### src/design/gcs_consts.svh
`ifndef GCS_CONSTS_SVH
`define GCS_CONSTS_SVH
// register byte addresses (printed index times four)
`define GCS_IDX_CTRL        4'h9
`define GCS_IDX_STAT        4'ha
`define GCS_ADDR_CTRL       8'h24
`define GCS_ADDR_STAT       8'h28
`define GCS_ADDR_IRQ_STAT   8'h40
`define GCS_ADDR_IRQ_MASK   8'h44
`define GCS_ADDR_EVENT      8'h48
// control field positions
`define GCS_CTL_TM_HI       15
`define GCS_CTL_TM_LO       13
`define GCS_CTL_MAN_EN      12
`define GCS_CTL_MAN_VAL     11
`define GCS_CTL_PORT_TYPE   10
`define GCS_CTL_ADV_FD      9
`define GCS_CTL_ADV_HD      8
// status field positions
`define GCS_ST_FAULT        15
`define GCS_ST_RESOLVED     14
`define GCS_ST_LOCAL_OK     13
`define GCS_ST_REMOTE_OK    12
`define GCS_ST_LP_FD        11
`define GCS_ST_LP_HD        10
// reset values and the idle counter top
`define GCS_TM_RESET        3'h0
`define GCS_MAN_EN_RESET    1'h0
`define GCS_ADV_FD_RESET    1'h1
`define GCS_RSVD_RESET      8'h00
`define GCS_IDLE_MAX        8'hff
// event-register bits (write one to pulse)
`define GCS_EV_SW_RESET     0
`define GCS_EV_AN_RESTART   1
// interrupt status bits
`define GCS_IRQ_FAULT       0
`define GCS_IRQ_IDLE_SAT    1
`define GCS_IRQ_APPLY       2
`define GCS_IRQ_W           3
`endif

### src/design/gcs_pkg.sv
`default_nettype none
package gcs_pkg;
    // transmit test modes; 101..111 reserved
    typedef enum logic [2:0] {
        GCS_TM_NORMAL  = 3'h0,
        GCS_TM_WAVE    = 3'h1,
        GCS_TM_JIT_MST = 3'h2,
        GCS_TM_JIT_SLV = 3'h3,
        GCS_TM_DIST    = 3'h4
    } gcs_tm_e;

    // bus data-phase state, gray along idle->write->read
    typedef enum logic [1:0] {
        GCS_BUS_IDLE  = 2'h0,
        GCS_BUS_WRITE = 2'h1,
        GCS_BUS_READ  = 2'h3
    } gcs_bus_e;

    // gigabit advertisement / master-slave settings
    typedef struct packed {
        logic man_en;
        logic man_val;
        logic port_type;
        logic adv_fd;
        logic adv_hd;
    } gcs_cfg_s;

    // whole state of the block
    typedef struct packed {
        gcs_bus_e   bus;
        logic [7:0] addr;
        logic [2:0] test_mode;
        gcs_cfg_s   pend;
        gcs_cfg_s   live;
        logic [7:0] rsvd;
        logic       fault;
        logic       resolved;
        logic       local_ok;
        logic       remote_ok;
        logic       lp_fd;
        logic       lp_hd;
        logic [7:0] idle_cnt;
        logic [2:0] irq_stat;
        logic [2:0] irq_mask;
        logic       strap_done;
        logic       pd_q;
        logic       link_q;
        logic       sw_reset;
        logic       an_restart;
        logic [31:0] hrdata;
        logic       irq;
        logic       tx_from_rx;
    } gcs_state_s;
endpackage
`default_nettype wire

### src/design/gcs_gig_copper.sv
// Decided for this implementation: register access over AHB-Lite.
`include "gcs_consts.svh"
`default_nettype none
// overview of the block:
// two 16-bit management registers sit in the
// low half of 32-bit bus words; control at one
// word, status at the next one up.
// a small interrupt side bank is added on top:
// sticky status, a mask and an event register.
// the event register stands in for the core's
// own software reset and restart bits, which
// live in a register outside this block.
// everything is one packed state struct so a
// single comb process owns every next value.
// the core sees only the applied (live) copy of
// the master/slave and advertisement bits; the
// host only ever reads back the pending copy.
// status inputs are plain levels from the core,
// already in this clock domain.
// hazard: a host that polls status too often
// keeps the idle counter near zero; that is
// the intended clear-on-read behaviour.
module gcs_gig_copper (
    // clock and reset
    input  wire logic        MCLK_I,
    input  wire logic        NRST_I,
    // ahb-lite slave
    input  wire logic        HSEL_I,
    input  wire logic [7:0]  HADDR_I,
    input  wire logic [1:0]  HTRANS_I,
    input  wire logic        HWRITE_I,
    input  wire logic [2:0]  HSIZE_I,
    input  wire logic [31:0] HWDATA_I,
    input  wire logic        HREADY_I,
    output logic             HREADYOUT_O,
    output logic             HRESP_O,
    output logic [31:0]      HRDATA_O,
    // straps, sampled once after reset release
    input  wire logic        STRAP_MASTER_SLAVE_DEFAULT_I,
    input  wire logic        STRAP_GIG_HALF_DUPLEX_DEFAULT_I,
    // core status inputs
    input  wire logic        POWER_DOWN_I,
    input  wire logic        LINK_UP_I,
    input  wire logic        AN_COMPLETE_I,
    input  wire logic        MS_FAULT_I,
    input  wire logic        MS_RESOLVED_MASTER_I,
    input  wire logic        LOCAL_RX_OK_I,
    input  wire logic        REMOTE_RX_OK_I,
    input  wire logic        LP_GIG_FD_I,
    input  wire logic        LP_GIG_HD_I,
    input  wire logic        IDLE_ERR_I,
    // outputs to the gigabit core
    output logic [2:0]       TEST_MODE_O,
    output logic             TX_CLK_FROM_RX_O,
    output logic             MS_MANUAL_O,
    output logic             MS_MANUAL_MASTER_O,
    output logic             PREFER_MASTER_O,
    output logic             ADV_GIG_FD_O,
    output logic             ADV_GIG_HD_O,
    output logic             SW_RESET_O,
    output logic             AN_RESTART_O,
    // interrupt
    output logic             IRQ_O
);
    gcs_pkg::gcs_state_s r;      // registered state
    gcs_pkg::gcs_state_s next_r; // next state

    logic        addr_ok;     // address phase accepted
    logic        trigger;     // pending config applies now
    logic        rd_stat;     // status register read this cycle
    logic [15:0] ctrl_word;   // control readback
    logic [15:0] stat_word;   // status readback
    logic [31:0] rdata;       // selected read data
    logic [2:0]  irq_ev;      // interrupt events this cycle
    logic        idle_sat;    // counter just hit the top

    // the control word shows the pending copy,
    // so the host sees what it last wrote even
    // while the core still runs the old values.
    // the reserved byte is stored and echoed, it
    // has no effect on the core.
    // status bits 9:8 are hard zero.
    // the idle counter sits in the low byte.
    // readback words
    always_comb
    begin
        ctrl_word = {r.test_mode, r.pend.man_en, r.pend.man_val, r.pend.port_type,
                     r.pend.adv_fd, r.pend.adv_hd, r.rsvd};
        stat_word = {r.fault, r.resolved, r.local_ok, r.remote_ok,
                     r.lp_fd, r.lp_hd, 2'h0, r.idle_cnt};
    end

    // the mux is decoded from the live address so
    // that data can be registered at the address
    // edge; that keeps the slave wait-free.
    // trade-off: the status snapshot is taken one
    // cycle before the host actually samples it.
    // read mux, latched in the address phase so data is ready for the data phase
    always_comb
    begin
        case (HADDR_I)
            `GCS_ADDR_CTRL:     rdata = {16'h0000, ctrl_word};
            `GCS_ADDR_STAT:     rdata = {16'h0000, stat_word};
            `GCS_ADDR_IRQ_STAT: rdata = {29'h0, r.irq_stat};
            `GCS_ADDR_IRQ_MASK: rdata = {29'h0, r.irq_mask};
            default:            rdata = 32'h0000_0000; // unmapped reads zero
        endcase
    end

    // one process computes the whole next state.
    // the order of the blocks below matters: later
    // assignments win, so resets and set events
    // are placed after the plain bus writes.
    // pulse bits default to zero every cycle, so
    // an event register write lasts one cycle.
    // every helper signal except trigger gets a value up front.
    // next-state logic
    always_comb
    begin
        next_r = r;
        addr_ok = HSEL_I && HREADY_I && HTRANS_I[1];
        rd_stat = addr_ok && !HWRITE_I && (HADDR_I == `GCS_ADDR_STAT);
        next_r.sw_reset = 1'b0;
        next_r.an_restart = 1'b0;
        irq_ev = 3'h0;
        idle_sat = 1'b0;

        // straps cannot be loaded in the async reset
        // branch, since that branch takes constants
        // only; they are copied at the first edge.
        // a bus write cannot land in that very first
        // cycle, since the bus state resets to idle.
        // straps caught by a clocked process once after release
        if (!r.strap_done)
        begin
            next_r.strap_done = 1'b1;
            next_r.pend.man_val = STRAP_MASTER_SLAVE_DEFAULT_I;
            next_r.pend.port_type = STRAP_MASTER_SLAVE_DEFAULT_I;
            next_r.pend.adv_hd = STRAP_GIG_HALF_DUPLEX_DEFAULT_I;
            next_r.live.man_val = STRAP_MASTER_SLAVE_DEFAULT_I;
            next_r.live.port_type = STRAP_MASTER_SLAVE_DEFAULT_I;
            next_r.live.adv_hd = STRAP_GIG_HALF_DUPLEX_DEFAULT_I;
        end

        // writes use the address kept from the
        // address phase and the data now on the bus.
        // the test-mode field acts at once; the
        // master/slave and advertisement bits only
        // go to the pending copy.
        // data phase: one wait-free cycle, writes land here
        next_r.bus = gcs_pkg::GCS_BUS_IDLE;
        if (r.bus == gcs_pkg::GCS_BUS_WRITE)
        begin
            case (r.addr)
                `GCS_ADDR_CTRL:
                begin
                    next_r.test_mode = HWDATA_I[`GCS_CTL_TM_HI:`GCS_CTL_TM_LO];
                    // held pending until a trigger event
                    next_r.pend.man_en = HWDATA_I[`GCS_CTL_MAN_EN];
                    next_r.pend.man_val = HWDATA_I[`GCS_CTL_MAN_VAL];
                    next_r.pend.port_type = HWDATA_I[`GCS_CTL_PORT_TYPE];
                    next_r.pend.adv_fd = HWDATA_I[`GCS_CTL_ADV_FD];
                    next_r.pend.adv_hd = HWDATA_I[`GCS_CTL_ADV_HD];
                    next_r.rsvd = HWDATA_I[7:0];
                end
                `GCS_ADDR_IRQ_STAT:
                    next_r.irq_stat = r.irq_stat & ~HWDATA_I[2:0];
                `GCS_ADDR_IRQ_MASK:
                    next_r.irq_mask = HWDATA_I[2:0];
                `GCS_ADDR_EVENT:
                begin
                    next_r.sw_reset = HWDATA_I[`GCS_EV_SW_RESET];
                    next_r.an_restart = HWDATA_I[`GCS_EV_AN_RESTART];
                end
                default:
                    next_r.rsvd = r.rsvd; // unmapped writes ignored
            endcase
        end

        // read data is captured here and stands
        // until the next accepted address phase.
        // address phase
        if (addr_ok)
        begin
            next_r.addr = HADDR_I;
            next_r.bus = HWRITE_I ? gcs_pkg::GCS_BUS_WRITE : gcs_pkg::GCS_BUS_READ;
            next_r.hrdata = HWRITE_I ? 32'h0000_0000 : rdata;
        end

        // both pulses return the transmitter to
        // normal; the reserved byte survives them.
        // software reset and restart pulses drive the core
        if (r.sw_reset)
        begin
            next_r.test_mode = `GCS_TM_RESET; // reserved byte retained
        end
        if (r.an_restart)
        begin
            next_r.test_mode = `GCS_TM_RESET;
        end

        // a trigger copies the pending set into the
        // live set, which drives the core outputs.
        // power-down exit and link loss are seen as
        // falling edges of their level inputs; the
        // edge history starts at zero, so no false
        // trigger follows reset for those two.
        // pending settings take effect on any trigger
        trigger = r.sw_reset || r.an_restart || (r.pd_q && !POWER_DOWN_I)
                  || (r.link_q && !LINK_UP_I);
        if (trigger)
        begin
            next_r.live = next_r.pend;
            irq_ev[`GCS_IRQ_APPLY] = 1'b1;
        end
        next_r.pd_q = POWER_DOWN_I;
        next_r.link_q = LINK_UP_I;

        // receiver and page results are sampled
        // each cycle and shown one cycle later.
        // live receiver status
        next_r.local_ok = LOCAL_RX_OK_I;
        next_r.remote_ok = REMOTE_RX_OK_I;
        // page-exchange results only once negotiation is done
        next_r.resolved = AN_COMPLETE_I && MS_RESOLVED_MASTER_I;
        next_r.lp_fd = AN_COMPLETE_I && LP_GIG_FD_I;
        next_r.lp_hd = AN_COMPLETE_I && LP_GIG_HD_I;

        // a fault seen in the read cycle must not be
        // lost, so the set is placed after the clear.
        // fault latch: a new fault wins over the read clear
        if (rd_stat)
        begin
            next_r.fault = 1'b0;
        end
        if (MS_FAULT_I)
        begin
            next_r.fault = 1'b1;
            irq_ev[`GCS_IRQ_FAULT] = 1'b1;
        end

        // the counter stops at its top value rather
        // than wrapping, so a busy line never looks
        // clean; reaching the top raises an event.
        // idle-error counter; an error in the read cycle counts as one
        if (rd_stat)
        begin
            next_r.idle_cnt = {7'h00, IDLE_ERR_I};
        end
        else if (IDLE_ERR_I && r.idle_cnt != `GCS_IDLE_MAX)
        begin
            next_r.idle_cnt = r.idle_cnt + 8'h01;
            idle_sat = (r.idle_cnt == (`GCS_IDLE_MAX - 8'h01));
        end
        irq_ev[`GCS_IRQ_IDLE_SAT] = idle_sat;

        // events are or-ed in last, so a clear write
        // in the same cycle cannot hide a new event.
        // sticky interrupts, set beats clear
        next_r.irq_stat = next_r.irq_stat | irq_ev;
        next_r.irq = |(next_r.irq_stat & next_r.irq_mask);

        // jitter tests clock transmit from the receive pin
        next_r.tx_from_rx = (next_r.test_mode == gcs_pkg::GCS_TM_JIT_MST)
                            || (next_r.test_mode == gcs_pkg::GCS_TM_JIT_SLV);
    end

    // the whole struct resets to zero, except the
    // full-duplex advertisement, which starts set.
    // only constants appear in the reset branch.
    // state register; straps are loaded after release, not here
    always_ff @(posedge MCLK_I or negedge NRST_I)
    begin
        if (!NRST_I)
        begin
            r <= '0;
            r.pend.adv_fd <= `GCS_ADV_FD_RESET;
            r.live.adv_fd <= `GCS_ADV_FD_RESET;
        end
        else
        begin
            r <= next_r;
        end
    end

    // every output is a register field or a
    // constant; no logic sits after the flops
    // apart from the manual gate on the port
    // preference, which only masks a flop.
    // outputs straight from flops
    assign HREADYOUT_O = 1'b1; // zero-wait slave
    assign HRESP_O = 1'b0;
    assign HRDATA_O = r.hrdata;
    assign TEST_MODE_O = r.test_mode;
    assign TX_CLK_FROM_RX_O = r.tx_from_rx;
    assign MS_MANUAL_O = r.live.man_en;
    assign MS_MANUAL_MASTER_O = r.live.man_val;
    // preference means nothing under manual configuration
    assign PREFER_MASTER_O = r.live.port_type & ~r.live.man_en;
    assign ADV_GIG_FD_O = r.live.adv_fd;
    assign ADV_GIG_HD_O = r.live.adv_hd;
    assign SW_RESET_O = r.sw_reset;
    assign AN_RESTART_O = r.an_restart;
    assign IRQ_O = r.irq;
endmodule
`default_nettype wire

### config.mk
export PLATFORM = sky130hd
export DESIGN_NAME = gcs_gig_copper
export DESIGN_NICKNAME = d
export VERILOG_FILES = /design/src/design/gcs_pkg.sv /design/src/design/gcs_gig_copper.sv
export VERILOG_INCLUDE_DIRS = /design/src /design/src/design
export SDC_FILE = /design/constraint.sdc
export NUM_CORES = 1
export LEC_CHECK = 0
export BUFFER_PORTS_ARGS = -buffer_cell sky130_fd_sc_hd__buf_2
export CORE_MARGIN = 10
export CORE_UTILIZATION = 47
export DETAILED_ROUTE_END_ITERATION = 10
export GPL_ROUTABILITY_DRIVEN = 0
export PLACE_DENSITY = 0.74
export SYNTH_ARGS = -nofsm -noshare
export SYNTH_HDL_FRONTEND = slang
export SYNTH_SLANG_ARGS = --single-unit
export TNS_END_PERCENT = 1
### constraint.sdc
create_clock -name MCLK_I -period 5.1 [get_ports MCLK_I]
set_input_delay 0.765 -clock MCLK_I [delete_from_list [all_inputs] [get_ports MCLK_I]]
set_output_delay 0.765 -clock MCLK_I [all_outputs]
set_load 0.01 [all_outputs]
==> run_summary.xml, run 1 <==
<?xml version="1.0" encoding="UTF-8"?>
<metrics>
  <group name="routing">
    <metric name="detail_route.first_pass.iterations" unit="">4</metric>
    <metric name="detail_route.drc_violations" unit="">0</metric>
    <metric name="antenna_left" unit="">0</metric>
    <metric name="number_of_drc_violations_after_detailed_routing_iteration_0" unit="">128</metric>
    <metric name="detail_route.vias_per_cell" unit="">5.11</metric>
    <metric name="drt_total_wl" unit="µm">7490</metric>
    <metric name="drt_wl_cell" unit="µm">16.2</metric>
    <metric name="route.vias.total" unit="">2356</metric>
  </group>
  <group name="worst_setup_path">
    <metric name="timing.critical_path.slowest_stage_cell" unit="">sky130_fd_sc_hd__nor2_1</metric>
    <metric name="cp-start-kind" unit="">input pin</metric>
    <metric name="worst_path_dominant_cell_family" unit="">simple AND/OR/NAND/NOR gates</metric>
    <metric name="timing.setup.critical_path_class" unit="">in2reg</metric>
    <metric name="critical_path_required" unit="ns">5.36</metric>
    <metric name="timing.critical_path.slowest_cell_delay" unit="ns">0.90</metric>
    <metric name="worstPathCellList" unit="">buf_2, nor4_1, nand2b_1, nor2_1, a221oi_1, o21ai_0</metric>
    <metric name="critical_path.n_buffers_inverters" unit="">1</metric>
    <metric name="cp.arrival" unit="ns">2.97</metric>
    <metric name="crit_path_end_kind" unit="">register</metric>
    <metric name="worstPathMaxFanout" unit="">15</metric>
  </group>
  <group name="synth">
    <metric name="post_synth_fa_ha_maj_area_fraction" unit="">0.00725</metric>
    <metric name="synth_async_sr_flop_share" unit="">1.00</metric>
    <metric name="synth-compound-area-share" unit="">0.112</metric>
    <metric name="synth_edf_count" unit="">0</metric>
    <metric name="yosys_warnings" unit="">0</metric>
    <metric name="synthXorXnorAreaFrac" unit="">0.0152</metric>
    <metric name="combinational_family_with_the_most_area_after_synthesis" unit="">simple AND/OR/NAND/NOR gates</metric>
    <metric name="yosys-mux-area-fraction" unit="">0.0895</metric>
    <metric name="yosys_most_used_dff" unit="">sky130_fd_sc_hd__dfrtp_1</metric>
    <metric name="synth_simple_gate_area_share" unit="">0.139</metric>
    <metric name="synthTopCellsByArea" unit="">sky130_fd_sc_hd__dfrtp_1, sky130_fd_sc_hd__buf_4, sky130_fd_sc_hd__mux2_2</metric>
    <metric name="seq_total_area_yosys" unit="">0.537</metric>
    <metric name="mappedNetlistArea" unit="mm²">0.00345</metric>
    <metric name="syn-instance-count" unit="">304</metric>
    <metric name="synth_top_area_frac" unit="">0.522</metric>
    <metric name="synth.ff_latch_count" unit="">74</metric>
    <metric name="post_synth_num_cell_types" unit="">49</metric>
    <metric name="synth.largest_area_cell" unit="">sky130_fd_sc_hd__dfrtp_1</metric>
    <metric name="synth_area_per_cell" unit="µm²">11.4</metric>
  </group>
  <group name="floorplan">
    <metric name="start_util" unit="">0.479</metric>
    <metric name="placeableCoreArea" unit="mm²">0.00721</metric>
    <metric name="die_width" unit="µm">106</metric>
    <metric name="core.rowCount" unit="">31</metric>
    <metric name="io_pins" unit="">108</metric>
    <metric name="dieArea" unit="mm²">0.0112</metric>
    <metric name="height_of_the_die" unit="µm">106</metric>
  </group>
  <group name="timing">
    <metric name="final.min_clock_period" unit="ns">2.71</metric>
    <metric name="finalMaxSlewViolations" unit="">0</metric>
    <metric name="timing.max_slew.rel_slack" unit="">0.248</metric>
    <metric name="tightest_slew" unit="ns">1.12</metric>
    <metric name="hold_violations" unit="">0</metric>
    <metric name="grt_setup_unrepaired" unit="">false</metric>
    <metric name="timing.setup.tns" unit="ns">0</metric>
    <metric name="fin_crit_sh" unit="">0.531</metric>
    <metric name="finalSetupViolCount" unit="">0</metric>
    <metric name="fmax" unit="GHz">0.369</metric>
    <metric name="skew" unit="ns">0.00661</metric>
  </group>
  <group name="global_route">
    <metric name="grt_pass1_vias" unit="">2506</metric>
    <metric name="gr-usage-all-layers" unit="">0.137</metric>
    <metric name="grt.overflow.total" unit="">0</metric>
    <metric name="grt_antenna_before_repair" unit="">0</metric>
    <metric name="grt_start_max_net_pins" unit="">39</metric>
    <metric name="grt_first_pass_wirelength" unit="µm">12500</metric>
  </group>
  <group name="final_layout">
    <metric name="nets" unit="">421</metric>
    <metric name="num_antenna_cells" unit="">0</metric>
    <metric name="final_design_area_no_fill" unit="mm²">0.00388</metric>
    <metric name="syn2layout_area_growth" unit="%">12.3</metric>
    <metric name="layout.cells.non_filler" unit="">461</metric>
    <metric name="finalCoreUtilization" unit="">0.538</metric>
    <metric name="drive_gt1_frac" unit="">0.320</metric>
  </group>
  <group name="clock_tree">
    <metric name="cts_num_sinks" unit="">74</metric>
    <metric name="tritoncts.num_buffers" unit="">9</metric>
    <metric name="tritoncts_clock_tree" unit="">yes</metric>
    <metric name="cts.reportedPaths.clkPinSlew" unit="ns">0.08</metric>
    <metric name="cts_buffer_depth" unit="">2</metric>
    <metric name="h-tree-depth" unit="">3</metric>
    <metric name="cts_hold_repair.buffers" unit="">0</metric>
    <metric name="clock_insertion_delay_worst_skew" unit="ns">0.34</metric>
    <metric name="clk_root_buffer_cell" unit="">sky130_fd_sc_hd__clkbuf_8</metric>
    <metric name="post_cts.repair.setup_buffers" unit="">0</metric>
    <metric name="post_cts_resized" unit="">0</metric>
  </group>
  <group name="pwr">
    <metric name="power.ir.vdd_worst" unit="µV">233</metric>
    <metric name="cellPowerDensity" unit="mW/mm²">345</metric>
    <metric name="p_leak" unit="nW">1.85</metric>
  </group>
  <group name="placement">
    <metric name="portBuffers" unit="">69</metric>
    <metric name="dpl_cell_area" unit="mm²">0.00368</metric>
    <metric name="place_inst" unit="">445</metric>
    <metric name="post-dp-hpwl" unit="µm">5670</metric>
  </group>
  <group name="worst_hold_path">
    <metric name="hold_class" unit="">reg2reg</metric>
  </group>
  <group name="job">
    <metric name="cap_violations" unit="">0</metric>
  </group>
  <group name="status">
    <metric name="outcome" unit="">complete, no violations</metric>
  </group>
</metrics>
[where the power goes]
part | internal [mW] | total (mW) | switching, mW
Combinational | 0.0858 | 0.175 | 0.0896
Sequential | 0.646 | 0.715 | 0.0684
Clock | 0.240 | 0.450 | 0.210
[cell type report]
| cell class | instances | area, µm² |
|---|---|---|
| Clock buffer | 12 | 145 |
| Clock inverter | 4 | 51.3 |
| Fill cell | 650 | 3340 |
| Inverter | 7 | 26.3 |
| Multi-Input combinational cell | 195 | 1330 |
| Sequential cell | 74 | 1850 |
| Tap cell | 99 | 124 |
| Timing Repair Buffer | 70 | 353 |
[cell families after synthesis]
| logic type | after synthesis |
|---|---|
| AO/OA/AOI/OAI | 57 |
| XOR/XNOR | 6 |
| adder cells (fa/ha/maj) | 2 |
| buffers and inverters | 52 |
| flip-flops | 74 |
| multiplexers | 28 |
| other | 2 |
| AND/OR/NAND/NOR | 83 |
[Yosys cell counts, drive strengths merged (6+ instances only)]
cell type and number:
a22oi 11, buf 40, o21ai 15, mux2 23
a21oi 12, nor2b 8, nor2 18, dfrtp 72
inv 7, a21o 6, nand2 20
[final timing paths]
check | from | endpoint | slack, ns | cells after the start
max in group asynchronous | NRST_I | ADV_GIG_FD_O | 3.59 | 2
max reg2reg | r[84] | MS_MANUAL_O | 2.76 | 4
max | HADDR_I[1] | HRDATA_O[0] | 2.39 | 6
min reg2reg | HRDATA_O[12] | HRDATA_O[12] | 0.48 | 2
min | HRDATA_O[12] | HRDATA_O[12] | 0.48 | 2
min in group asynchronous | NRST_I | HRDATA_O[7] | 0.51 | 1
[worst min-delay path: stages (launching register included)]
cell and delay (ns):
sky130_fd_sc_hd__dfrtp_1 0.34, sky130_fd_sc_hd__nand2_1 0.04, sky130_fd_sc_hd__o21ai_0 0.06
[state kept, by name, summed over array words and instances (netlist names)]
signal and cells:
SW_RESET_O 1, ctrl_word 13, ADV_GIG_FD_O 1, MS_MANUAL_O 1, ADV_GIG_HD_O 1, TX_CLK_FROM_RX_O 1
HRDATA_O 16, AN_RESTART_O 1, r 34, IRQ_O 1, TEST_MODE_O 3, MS_MANUAL_MASTER_O 1
[placed cells by master, fill, tap and decap left out, drive strengths merged, types with 7 or more instances in the layout]
master,instances
a21oi,12
a22oi,11
buf,70
clkbuf,12
conb,19
dfrtp,72
inv,7
mux2,23
nand2,20
nor2,18
nor2b,8
o21ai,15
[metal layers]
layer	share of wire	track usage
met1	0.43	0.163
met2	0.48	0.220
met3	0.072	0.0487
met4	0.017	0.0580
met5	0	0
[through the flow]
step / hold slack, ns / power, mW / worst slack (ns)
after floorplan: 0.450 / 0.838 / 2.87
after global placement: 0.459 / 0.889 / 2.08
after detailed placement: 0.466 / 0.901 / 2.06
after CTS: 0.483 / 1.35 / 2.42
after global routing: 0.499 / 1.41 / 2.27
final: 0.476 / 1.34 / 2.39
(Power assumes the default switching activity.)
==> run 2: changes to the inputs <==
- CORE_UTILIZATION: 47 -> 46
- PLACE_DENSITY: 0.74 -> 0.76
- clock period: 5.1 -> 2.4 ns (I/O delays scaled with it)
==> run 2 against run 1 <==
Effect of this change:
- non-clock buffer count up 8
- die area up 1.8%
- clock skew up 0.0043 ns
- global-route usage up 0.43 points
- final cell count up 1.7%
- clock power up 100%
- first-iteration DRC count down 21%
- largest power group unchanged
- highest routed layer unchanged
==> run_summary.xml, run 2 (synthesized netlist as in run 1, its figures left out) <==
<?xml version="1.0" encoding="UTF-8"?>
<metrics>
  <group name="timing">
    <metric name="fmax" unit="GHz">0.479</metric>
    <metric name="hold_violations" unit="">0</metric>
    <metric name="finalSetupViolCount" unit="">0</metric>
    <metric name="final.min_clock_period" unit="ns">2.09</metric>
    <metric name="timing.setup.tns" unit="ns">0</metric>
    <metric name="grt_setup_unrepaired" unit="">false</metric>
    <metric name="finalMaxSlewViolations" unit="">0</metric>
    <metric name="skew" unit="ns">0.0109</metric>
    <metric name="tightest_slew" unit="ns">0.655</metric>
    <metric name="fin_crit_sh" unit="">0.870</metric>
    <metric name="timing.max_slew.rel_slack" unit="">0.563</metric>
  </group>
  <group name="global_route">
    <metric name="grt_util_met3" unit="">0.0611</metric>
    <metric name="grtUsageMet1" unit="">0.171</metric>
    <metric name="grt_antenna_before_repair" unit="">0</metric>
    <metric name="gr-usage-all-layers" unit="">0.141</metric>
    <metric name="busiest_layer" unit="">met2</metric>
    <metric name="grt_start_max_net_pins" unit="">49</metric>
    <metric name="grt.met2_usage" unit="">0.212</metric>
    <metric name="grt_first_pass_wirelength" unit="µm">12800</metric>
    <metric name="grt.overflow.total" unit="">0</metric>
    <metric name="grt_pass1_vias" unit="">2589</metric>
  </group>
  <group name="final_layout">
    <metric name="regMostFlops" unit="">r</metric>
    <metric name="fillers" unit="">645</metric>
    <metric name="leading_cell_type_in_the_layout_fill_and_taps_excluded" unit="">sky130_fd_sc_hd__dfrtp_1</metric>
    <metric name="layout_common_cells" unit="">sky130_fd_sc_hd__dfrtp_1, sky130_fd_sc_hd__buf_2, sky130_fd_sc_hd__mux2_2</metric>
    <metric name="flip_flop_count_of_the_largest_register_all_copies_and_words_added" unit="">34</metric>
    <metric name="drive_gt1_frac" unit="">0.341</metric>
    <metric name="nets" unit="">429</metric>
    <metric name="num_antenna_cells" unit="">0</metric>
    <metric name="syn2layout_area_growth" unit="%">14.2</metric>
    <metric name="final_design_area_no_fill" unit="mm²">0.00394</metric>
  </group>
  <group name="clock_tree">
    <metric name="post_cts_resized" unit="">0</metric>
    <metric name="cts.reportedPaths.clkPinSlew" unit="ns">0.09</metric>
    <metric name="post_cts.repair.setup_buffers" unit="">0</metric>
    <metric name="tritoncts.num_buffers" unit="">9</metric>
    <metric name="cts_buffer_depth" unit="">2</metric>
    <metric name="clock_insertion_delay_worst_skew" unit="ns">0.36</metric>
    <metric name="clk_root_buffer_cell" unit="">sky130_fd_sc_hd__clkbuf_8</metric>
    <metric name="cts_num_sinks" unit="">74</metric>
    <metric name="cts_hold_repair.buffers" unit="">0</metric>
    <metric name="tritoncts_clock_tree" unit="">yes</metric>
    <metric name="h-tree-depth" unit="">3</metric>
  </group>
  <group name="routing">
    <metric name="antenna_left" unit="">0</metric>
    <metric name="drt_total_wl" unit="µm">7770</metric>
    <metric name="route.vias.total" unit="">2407</metric>
    <metric name="detail_route.vias_per_cell" unit="">5.13</metric>
    <metric name="detail_route.drc_violations" unit="">0</metric>
    <metric name="drt_wl_cell" unit="µm">16.6</metric>
    <metric name="detail_route.first_pass.iterations" unit="">4</metric>
    <metric name="number_of_drc_violations_after_detailed_routing_iteration_0" unit="">101</metric>
  </group>
  <group name="worst_setup_path">
    <metric name="crit_path_end_kind" unit="">register</metric>
    <metric name="worst_path_dominant_cell_family" unit="">simple AND/OR/NAND/NOR gates</metric>
    <metric name="critical_path_required" unit="ns">2.64</metric>
    <metric name="worstPathMaxFanout" unit="">4</metric>
    <metric name="cp.arrival" unit="ns">2.33</metric>
    <metric name="worstPathCellList" unit="">nor4b_4, nand2_2, or4b_1, a21o_1, a221o_1</metric>
    <metric name="timing.setup.critical_path_class" unit="">reg2reg</metric>
    <metric name="cp-start-kind" unit="">register</metric>
    <metric name="timing.critical_path.slowest_stage_cell" unit="">sky130_fd_sc_hd__or4b_1</metric>
    <metric name="timing.critical_path.slowest_cell_delay" unit="ns">0.51</metric>
    <metric name="critical_path.n_buffers_inverters" unit="">0</metric>
  </group>
  <group name="worst_hold_path">
    <metric name="hold_class" unit="">in2async</metric>
  </group>
  <group name="pwr">
    <metric name="p_leak" unit="nW">1.89</metric>
    <metric name="cellPowerDensity" unit="mW/mm²">710</metric>
    <metric name="total_switching_power" unit="µW">846</metric>
    <metric name="pwr-share-clk" unit="">0.325</metric>
    <metric name="sw_frac_of_total" unit="">0.302</metric>
    <metric name="power.combinational.fraction" unit="">0.133</metric>
    <metric name="p_seq_frac" unit="">0.542</metric>
    <metric name="power.ir.vdd_worst" unit="µV">452</metric>
    <metric name="cell_internal_pwr" unit="mW">1.95</metric>
  </group>
  <group name="floorplan">
    <metric name="core.rowCount" unit="">31</metric>
    <metric name="height_of_the_die" unit="µm">107</metric>
    <metric name="die_width" unit="µm">107</metric>
    <metric name="dieArea" unit="mm²">0.0114</metric>
    <metric name="start_util" unit="">0.474</metric>
    <metric name="placeableCoreArea" unit="mm²">0.00729</metric>
    <metric name="io_pins" unit="">108</metric>
  </group>
  <group name="placement">
    <metric name="dpl_cell_area" unit="mm²">0.00375</metric>
    <metric name="post-dp-hpwl" unit="µm">5860</metric>
    <metric name="portBuffers" unit="">69</metric>
  </group>
  <group name="status">
    <metric name="outcome" unit="">complete, no violations</metric>
  </group>
  <group name="job">
    <metric name="cap_violations" unit="">0</metric>
  </group>
</metrics>
[run 2: cell count changes in the layout (fill, tap and decap cells not counted), sizes merged]
cell,before,now
clkinvlp,1,2
clkinv,2,3
inv,7,9
clkbuf,12,9
bufinv,1,0
buf,70,78
[run 2: routing by layer]
layer  vias to the layer above  share of wire
li1                       1140              -
met5                         -              0
met4                         0          0.014
met2                        84           0.46
met1                      1178           0.44
met3                         5          0.085
[run 2: power groups by stage]
stage | clock [mW] | combinational (mW) | sequential (mW)
after global routing | 0.987 | 0.426 | 1.54
final | 0.909 | 0.373 | 1.52
after CTS | 0.933 | 0.378 | 1.51
after floorplan | 0 | 0.274 | 1.51
after global placement | 0 | 0.365 | 1.53
after detailed placement | 0 | 0.377 | 1.54
[run 2: final cells by class]
type | count | area (µm²) | area share
clock buffers | 9 | 124 | 0.0314
flip-flops and latches | 74 | 1850 | 0.470
clock inverters | 7 | 63.8 | 0.0162
repair buffers | 78 | 425 | 0.108
multi-input cells | 195 | 1330 | 0.336
inverters | 7 | 26.3 | 0.00666
well taps | 99 | 124 | 0.0314
[run 2: worst paths after layout]
path	startpoint	to	slack, ns	cells past startpoint
min	NRST_I	r[41]	0.03	1
min in group MCLK_I	LOCAL_RX_OK_I	r[56]	0.10	1
max reg2reg	r[84]	IRQ_O	0.31	5
min reg2reg	HRDATA_O[3]	HRDATA_O[3]	0.48	2
max in group asynchronous	NRST_I	ADV_GIG_FD_O	1.64	2
max	r[84]	IRQ_O	0.31	5
[run 2: stage by stage]
| step | instances | worst slack (ns) | utilization | hold WS [ns] | total power, mW |
|---|---|---|---|---|---|
| after detailed placement | 453 | 0.338 | 0.515 | 0.412 | 1.91 |
| after global placement | 453 | 0.344 | 0.515 | 0.403 | 1.89 |
| after floorplan | 321 | 0.465 | - | 0.0644 | 1.78 |
| final | 469 | 0.313 | 0.541 | 0.0275 | 2.80 |
| after global routing | 469 | 0.220 | 0.541 | 0.0563 | 2.95 |
| after CTS | 469 | 0.315 | 0.541 | 0.0200 | 2.82 |
